## config.mk

```make
export PLATFORM = sky130hd
export DESIGN_NAME = rmp_host
export DESIGN_NICKNAME = d
export VERILOG_FILES = /design/src/include/rmp_pkg.sv /design/src/verilog/rmp_bit_eng.sv /design/src/verilog/rmp_host.sv
export SDC_FILE = /design/constraint.sdc
export NUM_CORES = 1
export LEC_CHECK = 0
export BUFFER_PORTS_ARGS = -buffer_cell sky130_fd_sc_hd__buf_2
export CORE_MARGIN = 8
export CORE_UTILIZATION = 63
export CTS_CLUSTER_SIZE = 28
export DETAILED_ROUTE_END_ITERATION = 10
export MAX_ROUTING_LAYER = met4
export PLACE_DENSITY = 0.85
export SYNTH_ARGS = -nofsm -noshare
export SYNTH_HDL_FRONTEND = slang
export SYNTH_SLANG_ARGS = --single-unit
export TNS_END_PERCENT = 50
```

## constraint.sdc

```tcl
create_clock -name ref_clk -period 8.9 [get_ports ref_clk]
set_clock_uncertainty 0.1 [all_clocks]
set_input_delay 0.445 -clock ref_clk [delete_from_list [all_inputs] [get_ports ref_clk]]
set_output_delay 0.445 -clock ref_clk [all_outputs]
set_load 0.005 [all_outputs]
```

## src/include/rmp_pkg.sv

```systemverilog
package rmp_pkg;

    localparam int CLK_PERIOD_NS = 4;
    localparam int SCL_PERIOD_NS = 1000;
    localparam int QTR_CYCLES = SCL_PERIOD_NS / (4 * CLK_PERIOD_NS);
    localparam int NV_WRITE_TIME_US = 20;
    localparam int NV_WAIT_CYCLES = (NV_WRITE_TIME_US * 1000) / CLK_PERIOD_NS;

    localparam logic [6:0] DEV_ADDR = 7'h50;
    localparam logic RW_WRITE = 1'b0;
    localparam logic RW_READ = 1'b1;
    localparam int ROW_LSB = 2;
    localparam logic [ROW_LSB-1:0] ROW_FIRST = 2'h0;

    localparam logic [3:0] BC_ACK = 4'h8;
    localparam logic [1:0] PH_FIRST = 2'h0;
    localparam logic [1:0] PH_SAMPLE = 2'h2;
    localparam logic [1:0] PH_LAST = 2'h3;
    localparam logic [31:0] WAIT_RST = 32'h0;
    localparam logic [7:0] BYTE_RST = 8'h00;

    typedef enum logic [1:0] {
        OP_START,
        OP_STOP,
        OP_WRITE,
        OP_READ
    } rmp_bit_op_t;

    typedef enum logic [1:0] {
        CMD_WRITE,
        CMD_READ_CUR,
        CMD_READ_AT
    } rmp_cmd_t;

endpackage

```

## src/verilog/rmp_bit_eng.sv

```systemverilog
module rmp_bit_eng
    import rmp_pkg::*;
#(
    parameter int QTR = QTR_CYCLES
) (
    input wire logic ref_clk,
    input wire logic reset,
    input wire logic go,
    input rmp_bit_op_t op,
    input wire logic tx_bit,
    output logic ready,
    output logic done,
    output logic rx_bit,
    output logic scl_o,
    output logic scl_oe,
    input wire logic sda_i,
    output logic sda_o,
    output logic sda_oe
);
    localparam int CW = $clog2(QTR + 1);
    localparam logic [CW-1:0] CNT_END = CW'(QTR - 1);

    generate
        if (QTR < 4) begin : g_chk
            $error("QTR must cover the SDA synchroniser delay");
        end
    endgenerate

    logic sy1_r, sy2_r, sy3_r, sda_f_r, sda_f_nxt;
    logic busy_r, busy_nxt, tx_r, tx_nxt, rx_r, rx_nxt, done_r, done_nxt;
    logic scl_low_r, scl_low_nxt, sda_low_r, sda_low_nxt;
    rmp_bit_op_t op_r, op_nxt;
    logic [1:0] ph_r, ph_nxt;
    logic [CW-1:0] cnt_r, cnt_nxt;

    // Pin levels {scl_low, sda_low} for each quarter of a bit slot.
    function automatic logic [1:0] drv(rmp_bit_op_t o, logic [1:0] p, logic t, logic cur);
        logic [1:0] r;
        r = 2'h0;
        case (o)
            OP_START: r = {p == 2'h0 || p == 2'h3, p[1]};
            OP_STOP: r = {p == 2'h0, ~p[1]};
            OP_WRITE: r = (p == 2'h0) ? {1'b1, cur} : {~p[1], ~t};
            OP_READ: r = (p == 2'h0) ? {1'b1, cur} : {~p[1], 1'b0};
            default: r = 2'h0;
        endcase
        return r;
    endfunction

    // A change on SDA counts only once the second and third stages agree.
    always_comb sda_f_nxt = (sy2_r == sy3_r) ? sy2_r : sda_f_r;

    always_comb begin
        busy_nxt = busy_r;
        op_nxt = op_r;
        ph_nxt = ph_r;
        cnt_nxt = cnt_r;
        tx_nxt = tx_r;
        rx_nxt = rx_r;
        done_nxt = 1'b0;
        {scl_low_nxt, sda_low_nxt} = {scl_low_r, sda_low_r};
        if (!busy_r) begin
            if (go) begin
                busy_nxt = 1'b1;
                op_nxt = op;
                tx_nxt = tx_bit;
                ph_nxt = PH_FIRST;
                cnt_nxt = '0;
                {scl_low_nxt, sda_low_nxt} = drv(op, PH_FIRST, tx_bit, sda_low_r);
            end
        end else if (cnt_r == CNT_END) begin
            cnt_nxt = '0;
            if (ph_r == PH_SAMPLE) begin
                rx_nxt = sda_f_r;
            end
            if (ph_r == PH_LAST) begin
                busy_nxt = 1'b0;
                done_nxt = 1'b1;
            end else begin
                ph_nxt = ph_r + 2'h1;
                {scl_low_nxt, sda_low_nxt} = drv(op_r, ph_r + 2'h1, tx_r, sda_low_r);
            end
        end else begin
            cnt_nxt = cnt_r + 1'b1;
        end
    end

    always_ff @(posedge ref_clk or posedge reset) begin
        if (reset) begin
            sy1_r <= 1'b1;
            sy2_r <= 1'b1;
            sy3_r <= 1'b1;
            sda_f_r <= 1'b1;
            busy_r <= 1'b0;
            op_r <= OP_STOP;
            ph_r <= PH_FIRST;
            cnt_r <= '0;
            tx_r <= 1'b1;
            rx_r <= 1'b1;
            done_r <= 1'b0;
            scl_low_r <= 1'b0;
            sda_low_r <= 1'b0;
        end else begin
            sy1_r <= sda_i;
            sy2_r <= sy1_r;
            sy3_r <= sy2_r;
            sda_f_r <= sda_f_nxt;
            busy_r <= busy_nxt;
            op_r <= op_nxt;
            ph_r <= ph_nxt;
            cnt_r <= cnt_nxt;
            tx_r <= tx_nxt;
            rx_r <= rx_nxt;
            done_r <= done_nxt;
            scl_low_r <= scl_low_nxt;
            sda_low_r <= sda_low_nxt;
        end
    end

    assign ready = !busy_r;
    assign done = done_r;
    assign rx_bit = rx_r;
    assign scl_o = 1'b0;
    assign scl_oe = scl_low_r;
    assign sda_o = 1'b0;
    assign sda_oe = sda_low_r;

endmodule

```

## src/verilog/rmp_host.sv

```systemverilog
module rmp_host
    import rmp_pkg::*;
#(
    parameter int LEN_W = 8,
    parameter int NV_WAIT = NV_WAIT_CYCLES
) (
    input wire logic ref_clk,
    input wire logic reset,
    input wire logic cmd_valid,
    output logic cmd_ready,
    input rmp_cmd_t cmd_kind,
    input wire logic [7:0] cmd_addr,
    input wire logic [LEN_W-1:0] cmd_len,
    input wire logic wr_valid,
    output logic wr_ready,
    input wire logic [7:0] wr_data,
    output logic rd_valid,
    output logic [7:0] rd_data,
    output logic rd_last,
    output logic done,
    output logic fail,
    output logic busy,
    output logic module_select_n,
    output logic scl_o,
    output logic scl_oe,
    input wire logic sda_i,
    output logic sda_o,
    output logic sda_oe
);
    localparam logic [LEN_W-1:0] LEN_ONE = LEN_W'(1);

    generate
        if (LEN_W < 1 || LEN_W > 16 || NV_WAIT < 1) begin : g_chk
            $error("rmp_host parameters out of range");
        end
    endgenerate

    typedef enum logic [2:0] {
        ST_IDLE,
        ST_START,
        ST_SEND,
        ST_LOAD,
        ST_RECV,
        ST_STOP,
        ST_FIN
    } rmp_state_t;

    typedef enum logic [2:0] {
        STEP_DEVW,
        STEP_MEM,
        STEP_WDATA,
        STEP_DEVR,
        STEP_RDATA
    } rmp_step_t;

    rmp_state_t st_r, st_nxt;
    rmp_step_t step_r, step_nxt;
    rmp_cmd_t kind_r, kind_nxt;
    logic [7:0] addr_r, addr_nxt;
    logic [7:0] sh_r, sh_nxt;
    logic [LEN_W-1:0] rem_r, rem_nxt;
    logic [3:0] bc_r, bc_nxt;
    logic [31:0] wait_r, wait_nxt;
    logic issued_r, issued_nxt;
    logic polling_r, polling_nxt;
    logic fail_r, fail_nxt;
    logic done_r, done_nxt;
    logic rdv_r, rdv_nxt;
    logic rdl_r, rdl_nxt;
    logic [7:0] rdd_r, rdd_nxt;
    logic sel_n_r, sel_n_nxt;

    logic eng_go, eng_tx, eng_ready, eng_done, eng_rx, ack;
    rmp_bit_op_t eng_op;
    logic [7:0] addr_inc;

    rmp_bit_eng #(
        .QTR(QTR_CYCLES)
    ) u_bit (
        .ref_clk(ref_clk),
        .reset(reset),
        .go(eng_go),
        .op(eng_op),
        .tx_bit(eng_tx),
        .ready(eng_ready),
        .done(eng_done),
        .rx_bit(eng_rx),
        .scl_o(scl_o),
        .scl_oe(scl_oe),
        .sda_i(sda_i),
        .sda_o(sda_o),
        .sda_oe(sda_oe)
    );

    // One bit-level operation is in flight at a time; issued_r blocks a second
    // issue until the engine reports completion.
    always_comb begin
        eng_go = 1'b0;
        eng_op = OP_STOP;
        eng_tx = 1'b1;
        case (st_r)
            ST_START: begin
                eng_go = !issued_r;
                eng_op = OP_START;
            end
            ST_SEND: begin
                eng_go = !issued_r;
                eng_op = (bc_r == BC_ACK) ? OP_READ : OP_WRITE;
                eng_tx = sh_r[7];
            end
            ST_RECV: begin
                eng_go = !issued_r;
                eng_op = (bc_r == BC_ACK) ? OP_WRITE : OP_READ;
                eng_tx = (rem_r == LEN_ONE);
            end
            ST_STOP: begin
                eng_go = !issued_r;
                eng_op = OP_STOP;
            end
            default: begin
                eng_go = 1'b0;
            end
        endcase
    end

    assign ack = !eng_rx;
    assign addr_inc = addr_r + 8'h01;

    always_comb begin
        st_nxt = st_r;
        step_nxt = step_r;
        kind_nxt = kind_r;
        addr_nxt = addr_r;
        sh_nxt = sh_r;
        rem_nxt = rem_r;
        bc_nxt = bc_r;
        polling_nxt = polling_r;
        fail_nxt = fail_r;
        done_nxt = 1'b0;
        rdv_nxt = 1'b0;
        rdl_nxt = rdl_r;
        rdd_nxt = rdd_r;
        issued_nxt = issued_r;
        wait_nxt = wait_r;
        if (eng_go && eng_ready) begin
            issued_nxt = 1'b1;
        end else if (eng_done) begin
            issued_nxt = 1'b0;
        end
        // The commit window is timed from the acknowledge of the row's last data byte, before its STOP.
        if (polling_r && wait_r != WAIT_RST) begin
            wait_nxt = wait_r - 32'h1;
        end
        case (st_r)
            ST_IDLE: begin
                if (cmd_valid) begin
                    kind_nxt = cmd_kind;
                    addr_nxt = cmd_addr;
                    rem_nxt = (cmd_len == '0) ? LEN_ONE : cmd_len;
                    fail_nxt = 1'b0;
                    polling_nxt = 1'b0;
                    // A current-address read skips the address byte.
                    step_nxt = (cmd_kind == CMD_READ_CUR) ? STEP_DEVR : STEP_DEVW;
                    st_nxt = ST_START;
                end
            end
            ST_START: begin
                if (eng_done) begin
                    sh_nxt = {DEV_ADDR, (step_r == STEP_DEVR) ? RW_READ : RW_WRITE};
                    bc_nxt = 4'h0;
                    st_nxt = ST_SEND;
                end
            end
            ST_SEND: begin
                if (eng_done && bc_r != BC_ACK) begin
                    sh_nxt = {sh_r[6:0], 1'b0};
                    bc_nxt = bc_r + 4'h1;
                end else if (eng_done) begin
                    bc_nxt = 4'h0;
                    st_nxt = ST_STOP;
                    case (step_r)
                        STEP_DEVW: begin
                            if (!ack) begin
                                // A busy slave NACKs until its row is committed.
                                if (!polling_r || wait_r == WAIT_RST) begin
                                    fail_nxt = 1'b1;
                                    polling_nxt = 1'b0;
                                end
                            end else begin
                                polling_nxt = 1'b0;
                                if (!(kind_r == CMD_WRITE && rem_r == '0)) begin
                                    step_nxt = STEP_MEM;
                                    sh_nxt = addr_r;
                                    st_nxt = ST_SEND;
                                end
                            end
                        end
                        STEP_MEM: begin
                            if (!ack) begin
                                fail_nxt = 1'b1;
                            end else if (kind_r == CMD_WRITE) begin
                                step_nxt = STEP_WDATA;
                                st_nxt = ST_LOAD;
                            end else begin
                                step_nxt = STEP_DEVR;
                                st_nxt = ST_START;
                            end
                        end
                        STEP_DEVR: begin
                            if (!ack) begin
                                fail_nxt = 1'b1;
                            end else begin
                                step_nxt = STEP_RDATA;
                                st_nxt = ST_RECV;
                            end
                        end
                        STEP_WDATA: begin
                            if (!ack) begin
                                fail_nxt = 1'b1;
                            end else begin
                                addr_nxt = addr_inc;
                                rem_nxt = rem_r - LEN_ONE;
                                // Stop at the row end so the slave never wraps.
                                if (rem_r == LEN_ONE || addr_inc[ROW_LSB-1:0] == ROW_FIRST) begin
                                    polling_nxt = 1'b1;
                                    wait_nxt = 32'(NV_WAIT);
                                end else begin
                                    st_nxt = ST_LOAD;
                                end
                            end
                        end
                        default: begin
                            fail_nxt = 1'b1;
                        end
                    endcase
                end
            end
            ST_LOAD: begin
                if (wr_valid) begin
                    sh_nxt = wr_data;
                    bc_nxt = 4'h0;
                    st_nxt = ST_SEND;
                end
            end
            ST_RECV: begin
                if (eng_done && bc_r != BC_ACK) begin
                    sh_nxt = {sh_r[6:0], eng_rx};
                    bc_nxt = bc_r + 4'h1;
                end else if (eng_done) begin
                    rdv_nxt = 1'b1;
                    rdd_nxt = sh_r;
                    rdl_nxt = (rem_r == LEN_ONE);
                    bc_nxt = 4'h0;
                    // The slave steps and loops its own counter between bytes.
                    if (rem_r == LEN_ONE) begin
                        st_nxt = ST_STOP;
                    end else begin
                        rem_nxt = rem_r - LEN_ONE;
                    end
                end
            end
            ST_STOP: begin
                if (eng_done) begin
                    // Readdressing during the commit is the acknowledge poll.
                    st_nxt = polling_r ? ST_START : ST_FIN;
                    step_nxt = STEP_DEVW;
                end
            end
            ST_FIN: begin
                done_nxt = 1'b1;
                st_nxt = ST_IDLE;
            end
            default: begin
                st_nxt = ST_IDLE;
            end
        endcase
        sel_n_nxt = (st_nxt == ST_IDLE);
    end

    always_ff @(posedge ref_clk or posedge reset) begin
        if (reset) begin
            st_r <= ST_IDLE;
            step_r <= STEP_DEVW;
            kind_r <= CMD_WRITE;
            addr_r <= BYTE_RST;
            sh_r <= BYTE_RST;
            rem_r <= '0;
            bc_r <= 4'h0;
            wait_r <= WAIT_RST;
            issued_r <= 1'b0;
            polling_r <= 1'b0;
            fail_r <= 1'b0;
            done_r <= 1'b0;
            rdv_r <= 1'b0;
            rdl_r <= 1'b0;
            rdd_r <= BYTE_RST;
            sel_n_r <= 1'b1;
        end else begin
            st_r <= st_nxt;
            step_r <= step_nxt;
            kind_r <= kind_nxt;
            addr_r <= addr_nxt;
            sh_r <= sh_nxt;
            rem_r <= rem_nxt;
            bc_r <= bc_nxt;
            wait_r <= wait_nxt;
            issued_r <= issued_nxt;
            polling_r <= polling_nxt;
            fail_r <= fail_nxt;
            done_r <= done_nxt;
            rdv_r <= rdv_nxt;
            rdl_r <= rdl_nxt;
            rdd_r <= rdd_nxt;
            sel_n_r <= sel_n_nxt;
        end
    end

    // Clock stretching is not honoured: SCL is driven open-drain from the
    // divider and its level is never read back.
    assign cmd_ready = (st_r == ST_IDLE);
    assign wr_ready = (st_r == ST_LOAD);
    assign busy = (st_r != ST_IDLE);
    assign rd_valid = rdv_r;
    assign rd_data = rdd_r;
    assign rd_last = rdl_r;
    assign done = done_r;
    assign fail = fail_r;
    assign module_select_n = sel_n_r;

endmodule
```

==> qor.txt, run 1 <==
Worst-Skew Late Latency: 380 ps
Combinational Power Share: 2.9%
P_leak: 2.83 nW
Grt ovf: 0
Crit Path Category: flip-flop to flip-flop
H-tree levels: 3
Number of DRC markers in iteration 0: 481
IR drop worst, VDD: 0.0000896 V
Final nets: 704
CTS Buf Count: 9
Data arrival, critical path: 3340 ps
Status: finished clean
CTS tree: yes
Switch Pwr: 0.179 mW
Reg2reg end: wait_r[22]
CP max stage cell: and3_1
Routed length on met2: 6.80 mm
Crit path depth: 5
Clk sinks: 103
Post-synth top flop: dfrtp_1
CP Launch Point: st_r[0]
Area of the mapped netlist: 5770 µm²
Yosys reg bits: 103
# IOs: 51
Die H: 112 µm
Die X: 112 µm
Clock network fraction of total power: 38.0%
R2R depth: 5
Fin Setup TNS: 0 ps
Layout cells sized above 1: 15.0%
Vias in the first global route: 4972
Initial antenna violation count: 0
Max-cap violations: 0
Unrepaired setup endpoints after global routing: false
Clk root buf: clkbuf_8
Crit path required time: 9070 ps
Post-CTS sizing: 0
Clk buf depth: 2
Final wirelength: 13.8 mm
Antenna-violating nets left: 0
Setup Viol. Count Final: 0
Met1 wire length: 5.78 mm
Total number of yosys warnings: 0
Post-DP HPWL: 9.89 mm
Hold Violations, Final: 0
Power Density: 128 nW/µm²
CP Cell Sequence: or3b_2 > nor2_1 > and3_1 > or4_1 > nand2_1
All-Layer GR Usage: 22.7%
DRC Markers: 0
Core footprint: 9060 µm²
Final GP Congestion: 0.948
Crit path max fanout: 26
Reg2reg start: st_r[0]
Largest net degree at the start of global routing: 64
Slew @ Worst Pin: 1050 ps
Post-route cell area: 6230 µm²
Post-synth EDFFs: 0
Synthesized area per cell: 9.11 µm²
Die Area: 12500 µm²
Clk slew on worst S/H paths: 100 ps
Crit path time final: 3170 ps
Flop pwr share: 59.2%
Global-route wire length before repair: 23.1 mm
Syn Inst Count: 633
# rows: 35
Initial Util: 63.6%
P&R area growth vs syn: 8.01%
Crit path max-delay family: simple AND/OR/NAND/NOR gates
Routed len/inst: 17.7 µm
Register-to-register setup slack: 5730 ps
End point of the critical path: wait_r[22]
Rel. slew slack: 30.1%
Buffers plus inverters on the worst setup path: 0
Int Power: 0.618 mW
# Post-CTS Setup Buffers: 0
Post-synth ARST share: 100%
Yosys cell types: 76
Slowest stage delay, CP: 860 ps
Post-DP Area: 6030 µm²
Diodes inserted: 0
First-pass iteration count of the detailed router: 8
WL met3: 892 µm
Power, Total: 0.798 mW
Min-Delay Path Class: input pin to asynchronous set/reset pin
Sw Share: 22.5%
Max Clk Rate: 315 MHz
Highest metal used: met4
Crit share post-route: 35.6%
DR vias: 5088
Post-cts hold buffer count: 0
Final slew viol count: 0
Startpoint class of the critical path: flip-flop
Endpoint class of the critical path: flip-flop
Sequential share of the synthesized area: 44.9%
Vias per cell: 6.55
Port Buffers: 48
-- cell usage after synthesis, drive strengths merged, types with 6 or more instances --
cell type | number | area share (%)
nand4 | 10 | 1.2
o211ai | 7 | 1.0
mux2 | 7 | 1.4
or4 | 10 | 1.3
o21ai | 49 | 4.3
nand2 | 64 | 4.2
xnor2 | 7 | 1.1
dfrtp | 95 | 41
dfstp | 8 | 3.6
nor4 | 11 | 1.3
nand2b | 9 | 0.98
buf | 10 | 0.95
o22ai | 6 | 0.65
ha | 12 | 2.6
a21oi | 55 | 4.8
xor2 | 7 | 1.1
nor2 | 43 | 2.8
and3 | 9 | 0.98
and2 | 7 | 0.76
or3 | 14 | 1.6
clkbuf | 25 | 1.6
inv | 22 | 1.4
nor3 | 18 | 1.8
nand3 | 24 | 2.1
-- cell type report --
class                   instances  area, µm²
multi-input cells             473       2950
fillers                       707       2840
well taps                     111        139
flip-flops and latches        103       2590
clock inverters                 4       52.6
repair buffers                 51        263
inverters                      23       88.8
clock buffers                  12        145
-- logic make-up after synthesis --
kind of cell | Yosys count | share of synthesized area, %
xor gates and xnor gates | 14 | 2.13
DFF | 103 | 44.9
AOI/OAI and AO/OA | 191 | 21.9
adders and majority gates | 13 | 2.78
buffers and inverters | 58 | 4.08
muxes | 10 | 1.89
and+or+nand+nor | 243 | 22.3
other | 1 | 0.0650
-- per-stage QoR --
stage	worst slack [ps]	hold WS [ps]	cells	utilization [%]
6_report	5730	0.502	777	68.7
2_1_floorplan	5660	245	634	-
5_1_grt	5490	47.4	777	68.7
3_5_place_dp	5760	250	761	66.5
3_3_place_gp	5880	249	761	66.5
4_1_cts	5750	14.6	777	68.7
-- worst min path at each step --
stage | from | to | slack (ps) | depth (start not counted)
after floorplan | u_bit.sy1_r | u_bit.sy2_r | 250 | 0
after global placement | u_bit.sy1_r | u_bit.sy2_r | 250 | 0
after detailed placement | u_bit.sy1_r | u_bit.sy2_r | 250 | 0
after CTS | reset | u_bit.cnt_r[0] | 10 | 2
after global routing | reset | u_bit.cnt_r[4] | 50 | 2
final | reset | wait_r[4] | 0.5 | 2
-- power groups by stage --
stage	Combinational, mW	Sequential, mW	Clock [mW]
2_1_floorplan	0.0133	0.480	0
3_3_place_gp	0.0229	0.481	0
3_5_place_dp	0.0235	0.481	0
4_1_cts	0.0236	0.472	0.307
5_1_grt	0.0266	0.472	0.325
6_report	0.0230	0.472	0.303
-- layout by cell type, fill, tap and decap left out, types with 4 or more instances in the layout --
cell,Yosys,layout
a222oi_1,5,5
nand4_1,9,9
o21ai_0,49,49
a22o_1,4,4
mux2_2,7,7
a21oi_1,55,55
o211ai_1,6,6
a31oi_1,5,5
buf_2,8,48
and2_1,7,7
or3_1,12,12
o31ai_1,5,5
or4_1,10,10
and3_1,9,9
xor2_1,7,7
inv_1,22,21
dfrtp_1,95,95
dfstp_2,8,8
xnor2_1,7,7
o22ai_1,6,6
nor3b_1,5,4
nand2_1,64,64
a2bb2oi_1,4,4
o22a_1,5,5
nor2_1,43,43
nand3_1,24,24
nor2b_1,4,4
nor3_1,17,17
nand2b_1,9,9
clkbuf_8,0,10
o31a_1,4,4
nor4_1,10,10
ha_1,12,12
or3b_2,5,5
-- per-layer routing --
metal | vias to the layer above | GRT usage (%)
li1 | 2407 | -
met1 | 2460 | 28.4
met2 | 187 | 36.8
met3 | 34 | 3.03
met4 | 0 | 8.84
met5 | - | -
-- registers in the layout, summed over array words and instances, names as in the netlist, 4 cells and up --
name,flops
rd_data,8
wait_r,32
bc_r,4
sh_r,8
rem_r,8
u_bit.cnt_r,6
addr_r,8
Note: power is estimated with default switching activity, not from simulation.
==> inputs of run 2 (changes only) <==
- CORE_UTILIZATION: 63 -> 54
- PLACE_DENSITY: 0.85 -> 0.77
- clock period: 8.9 -> 2.8 ns (I/O delays scaled with it)
==> run 2 against run 1 <==
Against the previous run: worst hold slack improved by 27 ps; clock-buffer cell count decreased by 2; sequential power grew to 3.2 times the previous value; critical endpoint is now wait_r[29]; combinational power increased to 4.3 times the previous value; critical path depth did not move; largest power group unchanged; die area grew 14%; power grew to 3.1 times the previous value.
==> qor.txt, run 2 (synthesis gave the netlist of run 1 again) <==
Combinational Power Share: 4.0% (+1.1 points)
Die Area: 14200 µm² (+14%)
Clock network fraction of total power: 35.7% (-2.3 points)
Clk sinks: 103 (unchanged)
Crit path max fanout: 9 (-65%)
Hold Violations, Final: 0 (unchanged)
Clk root buf: clkbuf_8
Status: finished clean
Initial antenna violation count: 0 (unchanged)
Layout cells sized above 1: 17.4% (+2.4 points)
Setup Viol. Count Final: 0 (unchanged)
Utilization after layout: 64.0% (-4.7 points)
CP max stage cell: or4_1
Final wirelength: 14.1 mm (+2.6%)
Rel. slew slack: 39.9% (+9.8 points)
Diodes inserted: 0 (unchanged)
Post-route cell area: 6630 µm² (+6.5%)
P&R area growth vs syn: 15.1%
Buffers plus inverters on the worst setup path: 0 (unchanged)
Endpoint class of the critical path: flip-flop
Slowest stage delay, CP: 690 ps (-170 ps)
Global-route wire length before repair: 23.6 mm (+1.9%)
Slew @ Worst Pin: 900 ps (-148 ps)
Crit path max-delay family: simple AND/OR/NAND/NOR gates
DR vias: 5260 (+3.4%)
Final nets: 746 (+6.0%)
H-tree levels: 3 (unchanged)
Post-DP Area: 6250 µm² (+3.7%)
IR drop worst, VDD: 0.000270 V (+200%)
Max Clk Rate: 393 MHz (+25%)
Switch Pwr: 0.605 mW (+240%)
Data arrival, critical path: 2750 ps (-590 ps)
Worst hold slack: 27.5 ps (+27.0 ps)
# rows: 37 (+5.7%)
Commonest non-fill, non-tap cell in the layout: dfrtp_1
Min-Delay Path Class: input pin to flip-flop
Largest net degree at the start of global routing: 46 (-28%)
First-pass iteration count of the detailed router: 6 (-2)
Fin Setup TNS: 0 ps (unchanged)
Clk slew on worst S/H paths: 100 ps (about the same)
Post-DP HPWL: 10.1 mm (+2.1%)
CTS tree: yes
Startpoint class of the critical path: flip-flop
Unrepaired setup endpoints after global routing: false
Worst-Skew Late Latency: 380 ps (about the same)
DRC Markers: 0 (unchanged)
Grt ovf: 0 (unchanged)
P_leak: 3.02 nW (+6.6%)
Crit share post-route: 91.0% (+55 points)
Port Buffers: 48 (unchanged)
Antenna-violating nets left: 0 (unchanged)
Number of flip-flops in the largest register: 32 (unchanged)
Final slew viol count: 0 (unchanged)
Int Power: 1.88 mW (+200%)
CTS Buf Count: 9 (unchanged)
Vias per cell: 6.23 (-4.8%)
CP Cell Sequence: or4_1 > nor3_4 > nand4_2 > or4_1 > a21oi_1
Final GP Congestion: 0.917 (-3.3%)
Core footprint: 10400 µm² (+14%)
Vias in the first global route: 5038 (+1.3%)
Initial Util: 55.6% (-8.0 points)
Flop pwr share: 60.3% (+1.1 points)
Routed len/inst: 16.7 µm (-5.6%)
Clk buf depth: 2 (unchanged)
Crit path time final: 2550 ps (-624 ps)
Crit Path Category: flip-flop to flip-flop
Most frequent cells in the layout: dfrtp_1, nand2_1, a21oi_1
Die X: 119 µm (+6.9%)
Number of DRC markers in iteration 0: 591 (+23%)
Sw Share: 24.3% (+1.8 points)
Power Density: 375 nW/µm² (+190%)
Crit path top cell by count: or4_1
Max-cap violations: 0 (unchanged)
Top reg by flops: wait_r
Die H: 119 µm (+6.9%)
Crit path required time: 3000 ps (-6070 ps)
Power, Total: 2.49 mW (+210%)
All-Layer GR Usage: 20.3% (-2.4 points)
# IOs: 51 (unchanged)
-- run 2: changes by cell type in the layout (fill, tap and decap cells not counted), sizes merged --
| cell | change |
|---|---|
| clkinvlp | +2 |
| buf | +22 |
| clkbuf | -2 |
| clkinv | +1 |
| dlygate4sd3 | +20 |
| bufinv | -1 |
-- run 2: cell type report --
type,count,area [µm²]
tap,136,170
timing repair buffer,93,653
fill,876,3740
inverter,23,90.1
sequential,103,2590
clock buffer,10,128
clock inverter,6,53.8
multi-input combinational,473,2950
-- run 2: final timing paths --
kind                       cells after the start     endpoint   startpoint  slack (ps)
max in group asynchronous                      4  u_bit.sy3_r        reset        1430
max reg2reg                                    5   wait_r[29]   wait_r[15]         250
min reg2reg                                    0  u_bit.sy2_r  u_bit.sy1_r         260
min                                            3    addr_r[3]  cmd_addr[3]          30
min in group asynchronous                      3    step_r[2]        reset         380
max                                            5   wait_r[29]   wait_r[15]         250
-- run 2: power by group through the flow --
stage,Combinational [mW],Clock (mW),Sequential (mW)
after CTS,0.102,0.919,1.50
after global placement,0.0786,0,1.53
after floorplan,0.0425,0,1.53
after detailed placement,0.0808,0,1.53
after global routing,0.113,0.963,1.50
final,0.0993,0.889,1.50
-- run 2: what timing repair did --
action | in CTS | in global routing
hold buffers | 20 | 0
setup buffers | 0 | 0
endpoints found under the hold margin | 51 | 0
gates resized for setup | 0 | 0
-- run 2: per-stage QoR --
| stage | std cells | worst slack, ps |
|---|---|---|
| after floorplan | 634 | 475 |
| after global placement | 808 | 370 |
| after detailed placement | 808 | 269 |
| after CTS | 844 | 246 |
| after global routing | 844 | 49.0 |
| final | 844 | 252 |
-- run 2: routing by layer --
layer / global-route usage (%) / share of wire, %
met5: - / 0
met4: 7.81 / 2.3
met3: 3.83 / 5.4
met2: 32.8 / 48
met1: 24.9 / 44
-- run 2: worst register-to-register path, delay by kind of cell (launching register included) --
kind             cells  cell delay, ps
flip-flops           1             460
AO/OA/AOI/OAI        1             170
AND/OR/NAND/NOR      4            1740
